===== src/core/ea_pkg.sv =====
package ea_pkg;

	localparam int ADDR_W = 16;
	localparam int BYTE_W = 8;

	// Program-counter advance per instruction length.
	localparam logic [15:0] PC_STEP_1 = 16'h0001;
	localparam logic [15:0] PC_STEP_2 = 16'h0002;
	localparam logic [15:0] PC_STEP_3 = 16'h0003;

	// Operand location in the instruction stream.
	localparam logic [15:0] OPND_OFS_1 = 16'h0001;
	localparam logic [7:0]  ZERO_PAGE  = 8'h00;

	// Reset values of the output flops.
	localparam logic [15:0] ADDR_RST = 16'h0000;
	localparam logic [15:0] PC_RST   = 16'h0000;

	typedef enum logic [3:0] {
		opcode_only_mode       = 4'h0,
		literal_operand_mode   = 4'h1,
		zero_page_mode         = 4'h2,
		full_address_mode      = 4'h3,
		pointer_no_offset_mode = 4'h4,
		pointer_plus_byte_mode = 4'h5,
		pointer_plus_word_mode = 4'h6,
		branch_offset_mode     = 4'h7,
		single_bit_write_mode  = 4'h8,
		single_bit_branch_mode = 4'h9
	} mode_e;

	// One decode request: mode, operand bytes and current state.
	typedef struct packed {
		mode_e      mode;
		logic [7:0] opcode;
		logic [7:0] byte1;
		logic [7:0] byte2;
		logic [7:0] index;
		logic [15:0] pc;
		logic       cond;
		logic [7:0] tested;
	} ea_req_s;

	// One decode answer.
	typedef struct packed {
		logic [15:0] addr;
		logic        addr_used;
		logic [15:0] next_pc;
		logic [1:0]  length;
		logic [2:0]  bit_num;
		logic        carry_wr;
		logic        carry_val;
	} ea_rsp_s;

endpackage


===== src/core/effective_address_generator.sv =====
module effective_address_generator (
	// Clock and reset.
	input  wire logic           CORE_CLK,
	input  wire logic           RSTN,
	// Decode request.
	input  wire logic           REQ_VALID,
	input  ea_pkg::ea_req_s     REQ,
	// Decode answer.
	output logic                RSP_VALID,
	output ea_pkg::ea_rsp_s     RSP
);

	ea_pkg::ea_rsp_s rsp_d;
	ea_pkg::ea_rsp_s rsp_q;
	logic            valid_q;
	logic            bit_state;
	logic            bit_match;

	// Sign extension is shared by both branch forms.
	function automatic logic [15:0] sext(input logic [7:0] b);
		sext = {{8{b[7]}}, b};
	endfunction

	// Opcode bit 0 selects clear/branch-on-clear, bits 3:1 the bit number.
	assign bit_state = REQ.tested[REQ.opcode[3:1]];
	assign bit_match = bit_state ^ REQ.opcode[0];

	always_comb begin
		logic [8:0] low_sum;
		low_sum = 9'(REQ.index) + 9'(REQ.byte1);
		rsp_d = '0;
		rsp_d.bit_num = REQ.opcode[3:1];
		unique case (REQ.mode)
			ea_pkg::opcode_only_mode: begin
				rsp_d.next_pc = REQ.pc + ea_pkg::PC_STEP_1;
				rsp_d.length = 2'd1;
			end
			ea_pkg::literal_operand_mode: begin
				rsp_d.addr = REQ.pc + ea_pkg::OPND_OFS_1;
				rsp_d.addr_used = 1'b1;
				rsp_d.next_pc = REQ.pc + ea_pkg::PC_STEP_2;
				rsp_d.length = 2'd2;
			end
			ea_pkg::zero_page_mode: begin
				rsp_d.addr = {ea_pkg::ZERO_PAGE, REQ.byte1};
				rsp_d.addr_used = 1'b1;
				rsp_d.next_pc = REQ.pc + ea_pkg::PC_STEP_2;
				rsp_d.length = 2'd2;
			end
			ea_pkg::full_address_mode: begin
				rsp_d.addr = {REQ.byte1, REQ.byte2};
				rsp_d.addr_used = 1'b1;
				rsp_d.next_pc = REQ.pc + ea_pkg::PC_STEP_3;
				rsp_d.length = 2'd3;
			end
			ea_pkg::pointer_no_offset_mode: begin
				rsp_d.addr = {ea_pkg::ZERO_PAGE, REQ.index};
				rsp_d.addr_used = 1'b1;
				rsp_d.next_pc = REQ.pc + ea_pkg::PC_STEP_1;
				rsp_d.length = 2'd1;
			end
			ea_pkg::pointer_plus_byte_mode: begin
				rsp_d.addr = {7'h00, low_sum};
				rsp_d.addr_used = 1'b1;
				rsp_d.next_pc = REQ.pc + ea_pkg::PC_STEP_2;
				rsp_d.length = 2'd2;
			end
			ea_pkg::pointer_plus_word_mode: begin
				// The high-byte add drops its own carry, so the sum wraps.
				rsp_d.addr = {REQ.byte1, REQ.byte2}
					+ {8'h00, REQ.index};
				rsp_d.addr_used = 1'b1;
				rsp_d.next_pc = REQ.pc + ea_pkg::PC_STEP_3;
				rsp_d.length = 2'd3;
			end
			ea_pkg::branch_offset_mode: begin
				rsp_d.next_pc = REQ.pc + ea_pkg::PC_STEP_2
					+ (REQ.cond ? sext(REQ.byte1) : 16'h0000);
				rsp_d.length = 2'd2;
			end
			ea_pkg::single_bit_write_mode: begin
				rsp_d.addr = {ea_pkg::ZERO_PAGE, REQ.byte1};
				rsp_d.addr_used = 1'b1;
				rsp_d.next_pc = REQ.pc + ea_pkg::PC_STEP_2;
				rsp_d.length = 2'd2;
			end
			ea_pkg::single_bit_branch_mode: begin
				rsp_d.addr = {ea_pkg::ZERO_PAGE, REQ.byte1};
				rsp_d.addr_used = 1'b1;
				rsp_d.next_pc = REQ.pc + ea_pkg::PC_STEP_3
					+ (bit_match ? sext(REQ.byte2) : 16'h0000);
				rsp_d.length = 2'd3;
				rsp_d.carry_wr = 1'b1;
				rsp_d.carry_val = bit_state;
			end
			default: begin
				// Illegal mode codes decode as a one-byte no-operand step.
				rsp_d.next_pc = REQ.pc + ea_pkg::PC_STEP_1;
				rsp_d.length = 2'd1;
			end
		endcase
	end

	always_ff @(posedge CORE_CLK or negedge RSTN) begin
		if (!RSTN) begin
			valid_q <= 1'b0;
		end else begin
			valid_q <= REQ_VALID;
		end
	end

	// Answer holds its last value while no request is made.
	always_ff @(posedge CORE_CLK or negedge RSTN) begin
		if (!RSTN) begin
			rsp_q <= '0;
		end else if (REQ_VALID) begin
			rsp_q <= rsp_d;
		end
	end

	assign RSP_VALID = valid_q;
	assign RSP = rsp_q;

	a_full_addr: assert property (@(posedge CORE_CLK)
		disable iff (!RSTN)
		REQ_VALID && REQ.mode == ea_pkg::full_address_mode |=>
		RSP.addr == {$past(REQ.byte1), $past(REQ.byte2)}
		&& RSP.next_pc == $past(REQ.pc) + 16'h0003)
		else $error("full address answer wrong");

	a_zero_page: assert property (@(posedge CORE_CLK)
		disable iff (!RSTN)
		REQ_VALID && (REQ.mode == ea_pkg::zero_page_mode
		|| REQ.mode == ea_pkg::single_bit_write_mode) |=>
		RSP.addr[15:8] == 8'h00 && RSP.addr[7:0] == $past(REQ.byte1))
		else $error("zero page address wrong");

	a_literal_pc: assert property (@(posedge CORE_CLK)
		disable iff (!RSTN)
		REQ_VALID && REQ.mode == ea_pkg::literal_operand_mode |=>
		RSP.addr + 16'h0001 == RSP.next_pc
		&& RSP.addr == $past(REQ.pc) + 16'h0001)
		else $error("literal operand address wrong");

	a_ptr_none: assert property (@(posedge CORE_CLK)
		disable iff (!RSTN)
		REQ_VALID && REQ.mode == ea_pkg::pointer_no_offset_mode |=>
		RSP.addr == {8'h00, $past(REQ.index)} && RSP.length == 2'd1)
		else $error("pointer address wrong");

	a_ptr_byte: assert property (@(posedge CORE_CLK)
		disable iff (!RSTN)
		REQ_VALID && REQ.mode == ea_pkg::pointer_plus_byte_mode |=>
		RSP.addr == 16'($past(REQ.index)) + 16'($past(REQ.byte1))
		&& RSP.addr <= 16'h01fe)
		else $error("pointer plus byte wrong");

	a_ptr_word: assert property (@(posedge CORE_CLK)
		disable iff (!RSTN)
		REQ_VALID && REQ.mode == ea_pkg::pointer_plus_word_mode |=>
		RSP.addr[7:0] == 8'($past(REQ.index) + $past(REQ.byte2)))
		else $error("pointer plus word low byte wrong");

	a_ptr_word_wrap: assert property (@(posedge CORE_CLK)
		disable iff (!RSTN)
		REQ_VALID && REQ.mode == ea_pkg::pointer_plus_word_mode |=>
		RSP.addr == {$past(REQ.byte1), $past(REQ.byte2)}
		+ 16'($past(REQ.index)))
		else $error("pointer plus word sum wrong");

	a_branch_nt: assert property (@(posedge CORE_CLK)
		disable iff (!RSTN)
		REQ_VALID && REQ.mode == ea_pkg::branch_offset_mode && !REQ.cond
		|=> RSP.next_pc == $past(REQ.pc) + 16'h0002)
		else $error("untaken branch target wrong");

	a_branch_taken: assert property (@(posedge CORE_CLK)
		disable iff (!RSTN)
		REQ_VALID && REQ.mode == ea_pkg::branch_offset_mode && REQ.cond
		|=> RSP.next_pc == $past(REQ.pc) + 16'h0002
		+ {{8{$past(REQ.byte1[7])}}, $past(REQ.byte1)})
		else $error("taken branch target wrong");

	a_bit_write: assert property (@(posedge CORE_CLK)
		disable iff (!RSTN)
		REQ_VALID && REQ.mode == ea_pkg::single_bit_write_mode |=>
		RSP.bit_num == $past(REQ.opcode[3:1])
		&& RSP.addr == {8'h00, $past(REQ.byte1)})
		else $error("bit write answer wrong");

	a_bit_branch_addr: assert property (@(posedge CORE_CLK)
		disable iff (!RSTN)
		REQ_VALID && REQ.mode == ea_pkg::single_bit_branch_mode |=>
		RSP.addr == {8'h00, $past(REQ.byte1)} && RSP.length == 2'd3)
		else $error("bit branch address wrong");

	a_bit_branch_skip: assert property (@(posedge CORE_CLK)
		disable iff (!RSTN)
		REQ_VALID && REQ.mode == ea_pkg::single_bit_branch_mode
		&& REQ.tested[REQ.opcode[3:1]] == REQ.opcode[0]
		|=> RSP.next_pc == $past(REQ.pc) + 16'h0003)
		else $error("untaken bit branch target wrong");

	a_bit_carry: assert property (@(posedge CORE_CLK)
		disable iff (!RSTN)
		REQ_VALID && REQ.mode == ea_pkg::single_bit_branch_mode |=>
		RSP.carry_wr && RSP.carry_val
		== $past(REQ.tested[REQ.opcode[3:1]]))
		else $error("tested bit not copied to carry");

	a_opcode_only: assert property (@(posedge CORE_CLK)
		disable iff (!RSTN)
		REQ_VALID && REQ.mode == ea_pkg::opcode_only_mode |=>
		!RSP.addr_used && RSP.length == 2'd1
		&& RSP.next_pc == $past(REQ.pc) + 16'h0001)
		else $error("opcode only answer wrong");

	// Codes past the last mode must never start a memory access.
	a_illegal_mode: assert property (@(posedge CORE_CLK)
		disable iff (!RSTN)
		REQ_VALID && REQ.mode > ea_pkg::single_bit_branch_mode |=>
		!RSP.addr_used && RSP.length == 2'd1)
		else $error("illegal mode answer wrong");

	a_length: assert property (@(posedge CORE_CLK)
		disable iff (!RSTN)
		RSP_VALID |-> RSP.length != 2'd0)
		else $error("instruction length out of range");

endmodule


===== config.mk =====
export PLATFORM = sky130hd
export DESIGN_NAME = effective_address_generator
export DESIGN_NICKNAME = d
export VERILOG_FILES = /design/src/core/ea_pkg.sv /design/src/core/effective_address_generator.sv
export SDC_FILE = /design/constraint.sdc
export NUM_CORES = 1
export LEC_CHECK = 0
export ABC_CLOCK_PERIOD_IN_PS = 1410
export BUFFER_PORTS_ARGS = -buffer_cell sky130_fd_sc_hd__buf_4
export CAP_MARGIN = 40
export CORE_UTILIZATION = 45
export CTS_BUF_LIST = sky130_fd_sc_hd__clkbuf_16
export DETAILED_ROUTE_END_ITERATION = 6
export PLACE_DENSITY_LB_ADDON = 0.08
export REMOVE_ABC_BUFFERS = 1
export SLEW_MARGIN = 20
export SYNTH_ARGS = -nofsm -noshare
export SYNTH_HDL_FRONTEND = slang
export SYNTH_SLANG_ARGS = --single-unit

===== constraint.sdc =====
create_clock -name CORE_CLK -period 1.41 [get_ports CORE_CLK]
set_input_delay 0.2115 -clock CORE_CLK [delete_from_list [all_inputs] [get_ports CORE_CLK]]
set_output_delay 0.2115 -clock CORE_CLK [all_outputs]
set_load 0.01 [all_outputs]

# Word level (Yosys, flattened, before mapping)
# Index checks and enable logic that the tools add are counted.
[op_classes]
addsub = 7
mul = 0
div = 0
magnitude_cmp = 1
n_eq_ne = 9
shift = 0
mux = 7
n_bitwise = 1
n_reduce_logical = 3
[op_table]
columns = ["op", "count"]
rows = [
  ["17-bit case mux with 6 select lines", 1],
  ["18-bit case mux with 4 select lines", 1],
  ["16-bit adder", 2],
  ["16-bit by 2-bit adder with 16-bit output (second input constant)", 2],
  ["16-bit 2-to-1 mux", 2],
  ["16-bit by 1-bit adder with 16-bit output (second input constant)", 1],
  ["16-bit by 8-bit adder with 16-bit output", 1],
  ["4-bit by 3-bit == test with 1-bit output (second input constant)", 4],
  ["8-bit by 8-bit adder with 9-bit output", 1],
  ["4-bit by 2-bit == test with 1-bit output (second input constant)", 2],
  ["4-bit == test (second input constant)", 2],
  ["4-bit by 1-bit == test with 1-bit output (second input constant)", 1],
  ["3-bit by 4-bit < comparator with 1-bit output (second input constant)", 1],
  ["4-bit OR reduction", 1],
  ["1-bit binary-select mux with 3-bit select", 1],
  ["3-bit OR reduction", 1],
  ["2-bit 2-to-1 mux", 1],
  ["2-bit OR reduction", 1],
  ["1-bit 2-to-1 mux", 1],
  ["1-bit bitwise XOR", 1],
]
[totals]
regBits = 41
latchBits = 0
mem_bits_rw = 0
mem_bits_ro = 0
inputBits = 64
output_inout_bits = 41
wordCells = 36
n_memories = 0

# Depth between registers and ports, before layout
# Gate-level depths: netlist (run 1).
[logic_depth]
depth_word = 6
ltp_mapped = 15
depth_no_buf = 15

# Least setup slack after synthesis (run 1)
# Ideal clock, no wire load.
[synth_path]
path_type = "input to register"
from = "input REQ[51] (netlist name)"
to = "register rsp_q (netlist bit RSP[15])"
setup_ps = 120
arrival_time_ps = 3593
required_time_ps = 1290
slack_ps = -2303
stages = 15
n_path_buf = 1
path_cell_list = "buf_6 mux2i_1 mux4_2 xor2_1 nor2b_1 ha_1 fa_1 a21o_1 a21oi_1 nor2b_1 a221oi_2 o21ai_2 xor2_1 a2111o_1 a31o_1"
[synth_via]
elab_chain_len = 6
[synth_lines]
columns = ["item", "line_no", "text"]
rows = [
  ["from (decl)", "effective_address_generator.sv:7", "input ea_pkg::ea_req_s REQ,"],
  ["1-bit binary-select mux with 3-bit select", "effective_address_generator.sv:25", "assign bit_state = REQ.tested[REQ.opcode[3:1]];"],
  ["1-bit 2-to-1 mux (implied by the code)", "effective_address_generator.sv:25", ""],
  ["1-bit bitwise XOR", "effective_address_generator.sv:26", "assign bit_match = bit_state ^ REQ.opcode[0];"],
  ["16-bit 2-to-1 mux", "effective_address_generator.sv:91", "+ (bit_match ? sext(REQ.byte2) : 16'h0000);"],
  ["16-bit adder", "effective_address_generator.sv:91", ""],
  ["18-bit case mux with 4 select lines", "effective_address_generator.sv:33", "unique case (REQ.mode)"],
  ["to (signal assigned)", "effective_address_generator.sv:117", "rsp_q <= rsp_d;"],
  ["to (decl)", "effective_address_generator.sv:14", "ea_pkg::ea_rsp_s rsp_q;"],
]
# Every way passes these cells. The select of a mux whose other input is x is not followed.
# A chain may end at the register's enable or synchronous reset.

# Worst setup path in the final report (run 1)
[layout_path]
from = "input REQ[51] (netlist name)"
to = "register rsp_q (netlist bit RSP[21])"
# Same word-level chain as after synthesis.

==> results.txt, run 1 <==
After synthesis the cells add up to 5590 sq um. The fraction of met2 tracks used by global routing came out at 68.6%. The run finished, with violations left. The via-per-instance ratio came out at 5.98. The top cell types in the final layout, fill and taps aside, are buf_4 (359), nand2_1 (67), nor2_1 (51). The setup TNS is -31.80 ns. The number of slew-limit violations in the final report is 0. The main flop type after synthesis is dfrtp_1. The number of H-tree levels came out at 2.

The cell count after synthesis came out at 719. The slowest stage of the critical path belongs to the cell mux4_2. The reg-to-reg setup timing slack is 0.18 ns. In this run the worst path has a maximum fanout of 5. The remaining design rule violation count came out at 0. The count of input and output buffers is 100.

The power per cell area came out at 693 nW/um^2. The worst setup path is captured at a flop. The floorplan has 40 rows. Static timing analysis puts the maximum clock frequency at 304 MHz.

The endpoint identified for the worst register-to-register timing path is RSP[21]$_DFFE_PN0P_. After the last flow step, the layout net total stands at 1,203. The total inserted antenna cells came out at 0. In this run the tightest slew margin relative to its limit is 57.9%. Measured in cells, the most critical reg-to-reg path has a length of 4. Summing all flip-flop and latch instances after layout gives 1030 sq um.

Across all hold checks on the routed design, the worst slack comes to 0.159 ns. Across every metal layer, demand over resource in global routing totals 40.2%. The horizontal die dimension is 113 um. The final wirelength is 26,200 um.

The path class of the lowest-slack min-delay path is in2reg. The total via count in the routed design is 7,505. The area of the multi-input gates came out at 4950 sq um. The first detailed-routing pass took 5 iterations. In this run, the number of DRC markers left after iteration 0 of detailed routing was 631.

The slew at the pin closest to its max-slew limit came out at 0.632 ns. The count of endpoints failing hold in the final timing report came to 0. Counting instances, the worst hold path has a depth of 2. The count of flip-flops with a built-in enable after synthesis came out at 0. Together, buffers and inverters on the worst path number 2. Traced cell by cell, the critical path runs through buf_8 > mux2i_1 > mux4_2 > xor2_2 > nor2b_1 > ha_2 > fa_2 > a21o_1 > a21oi_2 > nor2b_1 > a221oi_2 > o21ai_2 > buf_6 > a311oi_2 > mux2i_1 > o21ai_1.

Clock tree synthesis inserted a total of 5 buffers. The peak supply drop came out at 0.530 mV. The startpoint of the tightest hold check path is REQ[52].

The buffer levels on the longest clock path came out at 2. The final reports fail on setup timing. Dividing the detail-routed wire length by the instance count gives 20.9 um. The maximum number of pins on one net before global-route repair came out at 42. The synthesis-to-finish area growth came out at 71.6%.

A synthesized cell averages 7.78 sq um. TritonCTS built the clock tree. At the end of routability-driven placement, the weighted congestion stood at 0.994.

Leaving out fill and tap cells, the most frequent cell in the layout is buf_4. The leakage power summed over all cells came out at 4.50 nW. The data required time of the worst path came out at 1.59 ns. Counting flops and latches in the post-synthesis netlist gives 41. The clock latency on the worst-skew pair is 0.30 ns. The worst setup path is launched from an input pin.

The fraction of final layout cells with drive strength greater than 1 is 46.2%. The number of synthesis warnings is 0. Subtracting the final worst setup slack from the clock period gives 3.29 ns.

The final cell count without fillers is 1,254. The sequential fraction of the synthesis area is 18.3%. The full die area is 12,900 sq um.

The most congested layer reported by global routing is met2. Setup repair after global routing could not meet its margin everywhere. The count of pins on the block boundary came out at 105.

The count of nets left with antenna violations after detail routing came out at 0. After filler insertion, the fill cell instance count of the layout stands at 806. The post-placement worst setup slack came out at -2.44 ns.

The half-perimeter wire length after detailed placement came out at 18,900 um. The final clock skew is 0 ns. The core utilization of the finished layout came out at 79.6%. The instance area at placement is 8410 sq um. On the critical path the largest part of the delay comes from compound AO/OA/AOI/OAI gates.

The number of max-cap violations is 0. The post-route clock period utilization came out at 233%. The post-synthesis cell type count is 68. The post-route cell area came out at 9600 sq um. Power comes to 6.65 mW. Global routing used 50.1% of the available met1 tracks. The worst flop-to-flop path startpoint is RSP[21]$_DFFE_PN0P_.

The wire length of the first global-routing pass came out at 39,700 um. The number of antenna violations at the first check in global routing came to 0. Setup violations remaining at the end of the flow were counted as 32. The critical path in this run is classified as in2reg.

The area of the core came out at 12,100 sq um. The global routing met3 resource utilization came out at 6.27%. The largest stage delay on the critical path came out at 0.53 ns. The terminating pin of the worst hold path is RSP[4]$_DFFE_PN0P_. The number of clock sinks is 41.

Once placement completed, the tool counted placed cells totaling 1,213. The least setup slack across all paths after layout is -1.88 ns. The initial standard-cell utilization of the core came out at 46.4%. After clock tree synthesis, the clock-pin slew on the worst setup and hold paths is 0.07 ns.

The root buffer cell chosen for the clock tree is clkbuf_16. The async set-or-reset flop fraction in the synthesized netlist is 100%. The global-route congestion overflow total is 0. The number of global-route vias before repair came out at 7,629. The y dimension of the die is 113 um. The arrival time of the worst setup path is 3.47 ns.
[logic make-up after synthesis]
kind of cell	synth area share (%)
buffers and inverters	4.09
multiplexers	4.38
flip-flops	18.3
XOR/XNOR	12.4
AO/OA/AOI/OAI	27.9
adder cells (fa/ha/maj)	12.6
AND/OR/NAND/NOR	20.3
[layer usage]
metal,part of all wire (%),up-vias
met5,0,-
met4,5.4,0
met3,9.4,117
met2,46,450
met1,39,3551
li1,-,3387
[cells in the mapped netlist, types with 5 or more instances]
cell type  number  area, sq um
clkbuf_1       30          113
nand2b_1       14         87.6
nand4_1         8         50.1
a21oi_1        54          270
o21ai_0        42          210
a221o_1         7         70.1
inv_1          23         86.3
nor2b_1        15         93.8
a21o_1         16          120
ha_1           50          626
nand3_1        19         95.1
nand2_1        73          274
mux2i_1        13          130
a221oi_1       10         87.6
and2_1          9         56.3
xor2_1         33          289
nor2_1         54          203
o211ai_1        7         52.6
o21bai_1        7         52.6
o22ai_1         9         56.3
o221ai_1        6         52.6
a22oi_1         8         60.1
mux2_2          7         78.8
dfrtp_1        41         1030
a31oi_1         6         37.5
nor4_1          5         31.3
a211oi_1        7         52.6
xnor2_1        46          403
o2bb2ai_1      12          105
nor3_1         19         95.1
[worst reg2reg max path, delay by kind of cell (launching register included)]
kind / cells / cell delay, ns
AO/OA/AOI/OAI: 2 / 0.44
flip-flops: 1 / 0.41
multiplexers: 1 / 0.17
AND/OR/NAND/NOR: 1 / 0.09
[worst max-delay path by stage]
stage               startpoint                   to  slack [ns]  depth (start not counted)
global placement       REQ[51]  RSP[21]$_DFFE_PN0P_       -2.30                         16
CTS                    REQ[51]  RSP[21]$_DFFE_PN0P_       -1.82                         16
detailed placement     REQ[51]  RSP[21]$_DFFE_PN0P_       -2.44                         16
global route           REQ[51]  RSP[21]$_DFFE_PN0P_       -2.00                         16
finish                 REQ[51]  RSP[21]$_DFFE_PN0P_       -1.88                         16
floorplan              REQ[51]  RSP[15]$_DFFE_PN0P_       -2.18                         14
[layout make-up]
type | count | area share, %
Clock buffer | 5 | 1.30
Clock inverter | 3 | 0.482
Inverter | 24 | 0.939
Multi-Input combinational cell | 619 | 51.6
Sequential cell | 41 | 10.7
Tap cell | 168 | 2.19
Timing Repair Buffer | 394 | 32.8
[what timing repair did]
item,4_1_cts,5_1_grt
pin swaps,78,43
hold endpoints to repair,41,0
resized for setup,114,53
setup endpoints to repair,31,32
buffers inserted,28,18
hold buffers,1,0
[state kept, by name (all words and copies together) (netlist names)]
register	count
RSP_VALID	1
RSP	40
[power breakdown]
| part | internal (mW) | total (mW) | switching, mW |
|---|---|---|---|
| Clock | 0.841 | 1.44 | 0.595 |
| Combinational | 1.96 | 3.83 | 1.87 |
| Sequential | 1.29 | 1.38 | 0.0891 |
| Total | 4.10 | 6.65 | 2.56 |
No activity file was read; power rests on OpenSTA's default activity.
==> inputs of run 2 (changes only) <==
--- a/config.mk
+++ b/config.mk
@@ -7,11 +7,12 @@
 export LEC_CHECK = 0
 export ABC_CLOCK_PERIOD_IN_PS = 1410
-export BUFFER_PORTS_ARGS = -buffer_cell sky130_fd_sc_hd__buf_4
 export CAP_MARGIN = 40
 export CORE_UTILIZATION = 45
 export CTS_BUF_LIST = sky130_fd_sc_hd__clkbuf_16
 export DETAILED_ROUTE_END_ITERATION = 6
+export DONT_BUFFER_PORTS = 1
 export PLACE_DENSITY_LB_ADDON = 0.08
 export REMOVE_ABC_BUFFERS = 1
+export SKIP_CTS_REPAIR_TIMING = 1
 export SLEW_MARGIN = 20
 export SYNTH_ARGS = -nofsm -noshare
==> constraint.sdc (replaced) <==
create_clock -name CORE_CLK -period 1.41 [get_ports CORE_CLK]
set_input_delay 0.2115 -clock CORE_CLK [delete_from_list [all_inputs] [get_ports CORE_CLK]]
set_output_delay 0.2115 -clock CORE_CLK [all_outputs]
set_load 0.1 [all_outputs]
==> run 2 against run 1 <==
- clock skew unchanged
- the run still ends with setup timing left
- highest routed layer unchanged
- critical path type unchanged
- count of clock-buffer cells in the layout did not move
- utilization decreased by 10 points
- largest power group unchanged
- final cell count decreased by 10%
- largest cell class unchanged
==> results.txt, run 2 (synthesis gave the netlist of run 1 again) <==
The largest stage delay on the critical path came out at 0.53 ns (about the same). The global-route congestion overflow total was 0 (unchanged). The count of endpoints failing setup in the final report is 29 (-9.4%). More flip-flops sit in one register than any other, and that register is RSP.

The slew at the pin closest to its max-slew limit came out at 0.571 ns (-0.0611 ns). The final clock skew came out at 0 ns (unchanged). The fraction of final layout cells with drive strength greater than 1 is 37.1% (-9.1 points). The fraction of met2 tracks used by global routing came to 57.4% (-11 points). The critical path startpoint category is an input pin.

Leaving out fill and tap cells, the most frequent cell in the layout is buf_4. The maximum number of pins on one net before global-route repair was 42 (unchanged). The count of input and output buffers came out at 0 (-100%). In this run the clock root is driven by a clkbuf_16.

The DRC marker count from the first detailed-route iteration is 394 (-38%). The count of nets left with antenna violations after detail routing came out at 0 (unchanged). The kind of critical path is in2reg.

The post-placement cell count is 1,105 (-8.9%). The post-route clock period utilization is 226% (-7.5 points). The clock-pin slew of the registers on the worst-case setup and hold paths came out at 0.07 ns (about the same). The area of the multi-input gates is 4770 sq um (-3.5%).

The post-placement worst setup slack was -2.28 ns (+0.159 ns). The power per cell area is 812 nW/um^2 (+17%). The number of clock sinks came out at 41 (unchanged).

The checks that failed: setup timing. TritonCTS built the clock tree. The number of H-tree levels came to 2 (unchanged).

The wire length of the first global-routing pass is 33,700 um (-15%). The y dimension of the die was 113 um (unchanged). The least setup slack across all paths after layout came out at -1.77 ns (+0.105 ns). The top cell types in the final layout, fill and taps aside, are buf_4 (253), nand2_1 (72), nor2_1 (50). The flow ran to the end, but the final reports show violations.

The maximum clock frequency is 314 MHz (+3.3%). In this design, the largest share of critical-path delay is due to compound AO/OA/AOI/OAI gates. The data required time of the worst path came out at 1.60 ns (about the same). In this run the worst hold path is classified as in2reg.

The total area of sequential cells is 1030 sq um (unchanged). The aggregate global-route resource usage came out at 34.1% (-6.1 points). The final wirelength is 22,300 um (-15%). The count of endpoints failing hold in the final timing report was 0 (unchanged).

The worst max-slew margin expressed relative to the limit is 61.6% (+3.8 points). The biggest fanout along the worst timing path came out at 5 (unchanged). The half-perimeter wire length after detailed placement is 17,500 um (-7.7%). The number of max-cap violations came to 0 (unchanged). The initial standard-cell utilization of the core came to 46.4% (unchanged).

The total inserted antenna cells is 0 (unchanged). The cell at the slowest stage of the critical path is mux4_2. The final cell count without fillers came out at 1,125 (-10%). The number of slew-limit violations in the final report came out at 0 (unchanged). The number of buffer and inverter instances along the worst setup path came out at 1 (-1). The number of placement rows was 40 (unchanged). The met1 track utilization from global routing is 43.9% (-6.2 points). The count of pins on the block boundary came out at 105 (unchanged). The number of filler cells placed in the layout is 1,022 (+27%). The number of global-route vias before repair is 6,439 (-16%). The total via count in the routed design is 6,598 (-12%). The leakage power summed over all cells is 3.80 nW (-15%). The arrival time of the worst setup path is 3.37 ns (-0.10 ns). The global placement routability congestion is 0.898 (-9.7%).

The global routing met3 resource utilization came out at 5.90% (-0.37 points). Setup repair after global routing could not meet its margin everywhere. The clock latency on the worst-skew pair came out at 0.31 ns (about the same).

The synthesis-to-finish area growth came out at 49.4%. The remaining design rule violation count came to 0 (unchanged). The peak supply drop is 0.567 mV (+7.1%). The buffer levels on the longest clock path came out at 2 (unchanged). The number of antenna violations at the first check in global routing came out at 0 (unchanged). The horizontal die dimension came out at 113 um (unchanged).

The post-route minimum period came out at 3.18 ns (-0.105 ns). The area of the core is 12,100 sq um (unchanged). The via-per-instance ratio is 5.86 (-2.0%).

The routed length per placed instance came out at 19.8 um (-5.2%). The number of flip-flops under the largest register name came out at 40 (unchanged). The layout net count was 1,074 (-11%).

In this run the most used layer during global routing was met2. The detailed-routing iteration count for the pre-antenna-repair pass came out at 5 (unchanged). The critical path goes through mux2i_1 > mux4_2 > xor2_2 > nor2b_1 > ha_2 > fa_2 > a21o_1 > a21oi_2 > nor2b_1 > a221oi_2 > o21ai_2 > buf_6 > a311oi_4 > mux2i_1 > o21ai_1. The number of buffers added by the clock tree synthesis step is 5 (unchanged). STA classifies the critical path endpoint as a flop. The full die area is 12,900 sq um (unchanged).
run 2: routing by layer:
metal | up-vias | routed length, um
li1 | 3150 | -
met4 | 0 | 563
met2 | 260 | 10700
met1 | 3155 | 9470
met5 | - | 0
met3 | 33 | 1570
run 2: layout make-up:
type | instances | area share [%]
sequential | 41 | 12.3
inverter | 24 | 1.08
tap | 168 | 2.52
clock buffer | 5 | 1.50
clock inverter | 3 | 0.554
timing repair buffer | 265 | 24.9
multi-input combinational | 619 | 57.1
run 2: per-stage QoR:
| stage | util (%) | setup TNS (ns) | hold WS (ns) | area (sq um) | total power [mW] |
|---|---|---|---|---|---|
| floorplan | - | -34.97 | -0.0841 | 5450 | 3.64 |
| global placement | 63.1 | -39.87 | -0.0832 | 7610 | 4.88 |
| detailed placement | 63.1 | -41.84 | -0.0830 | 7610 | 4.94 |
| CTS | 64.5 | -32.18 | -0.413 | 7780 | 6.39 |
| global route | 69.3 | -28.66 | 0.0222 | 8350 | 7.09 |
| finish | 69.3 | -25.91 | 0.00574 | 8350 | 6.78 |
run 2: path summary, 6_finish.rpt:
check / cells after the start / to / from / slack, ns
max: 15 / RSP[21]$_DFFE_PN0P_ / REQ[51] / -1.77
min: 1 / RSP[5]$_DFFE_PN0P_ / REQ_VALID / 0.006
max reg2reg: 4 / RSP[19]$_DFFE_PN0P_ / RSP[19]$_DFFE_PN0P_ / 0.29
min reg2reg: 1 / RSP[24]$_DFFE_PN0P_ / RSP[24]$_DFFE_PN0P_ / 0.51
max in group asynchronous: 2 / RSP[2]$_DFFE_PN0P_ / RSTN / 0.76
min in group asynchronous: 2 / RSP[12]$_DFFE_PN0P_ / RSTN / 0.42
run 2: where the power goes:
part / total (mW) / internal [mW] / leakage (nW) / switching (mW)
Combinational: 3.96 / 1.65 / 3.21 / 2.31
Sequential: 1.37 / 1.29 / 0.514 / 0.0729
Clock: 1.45 / 0.842 / 0.0800 / 0.608
Total: 6.78 / 3.79 / 3.80 / 2.99
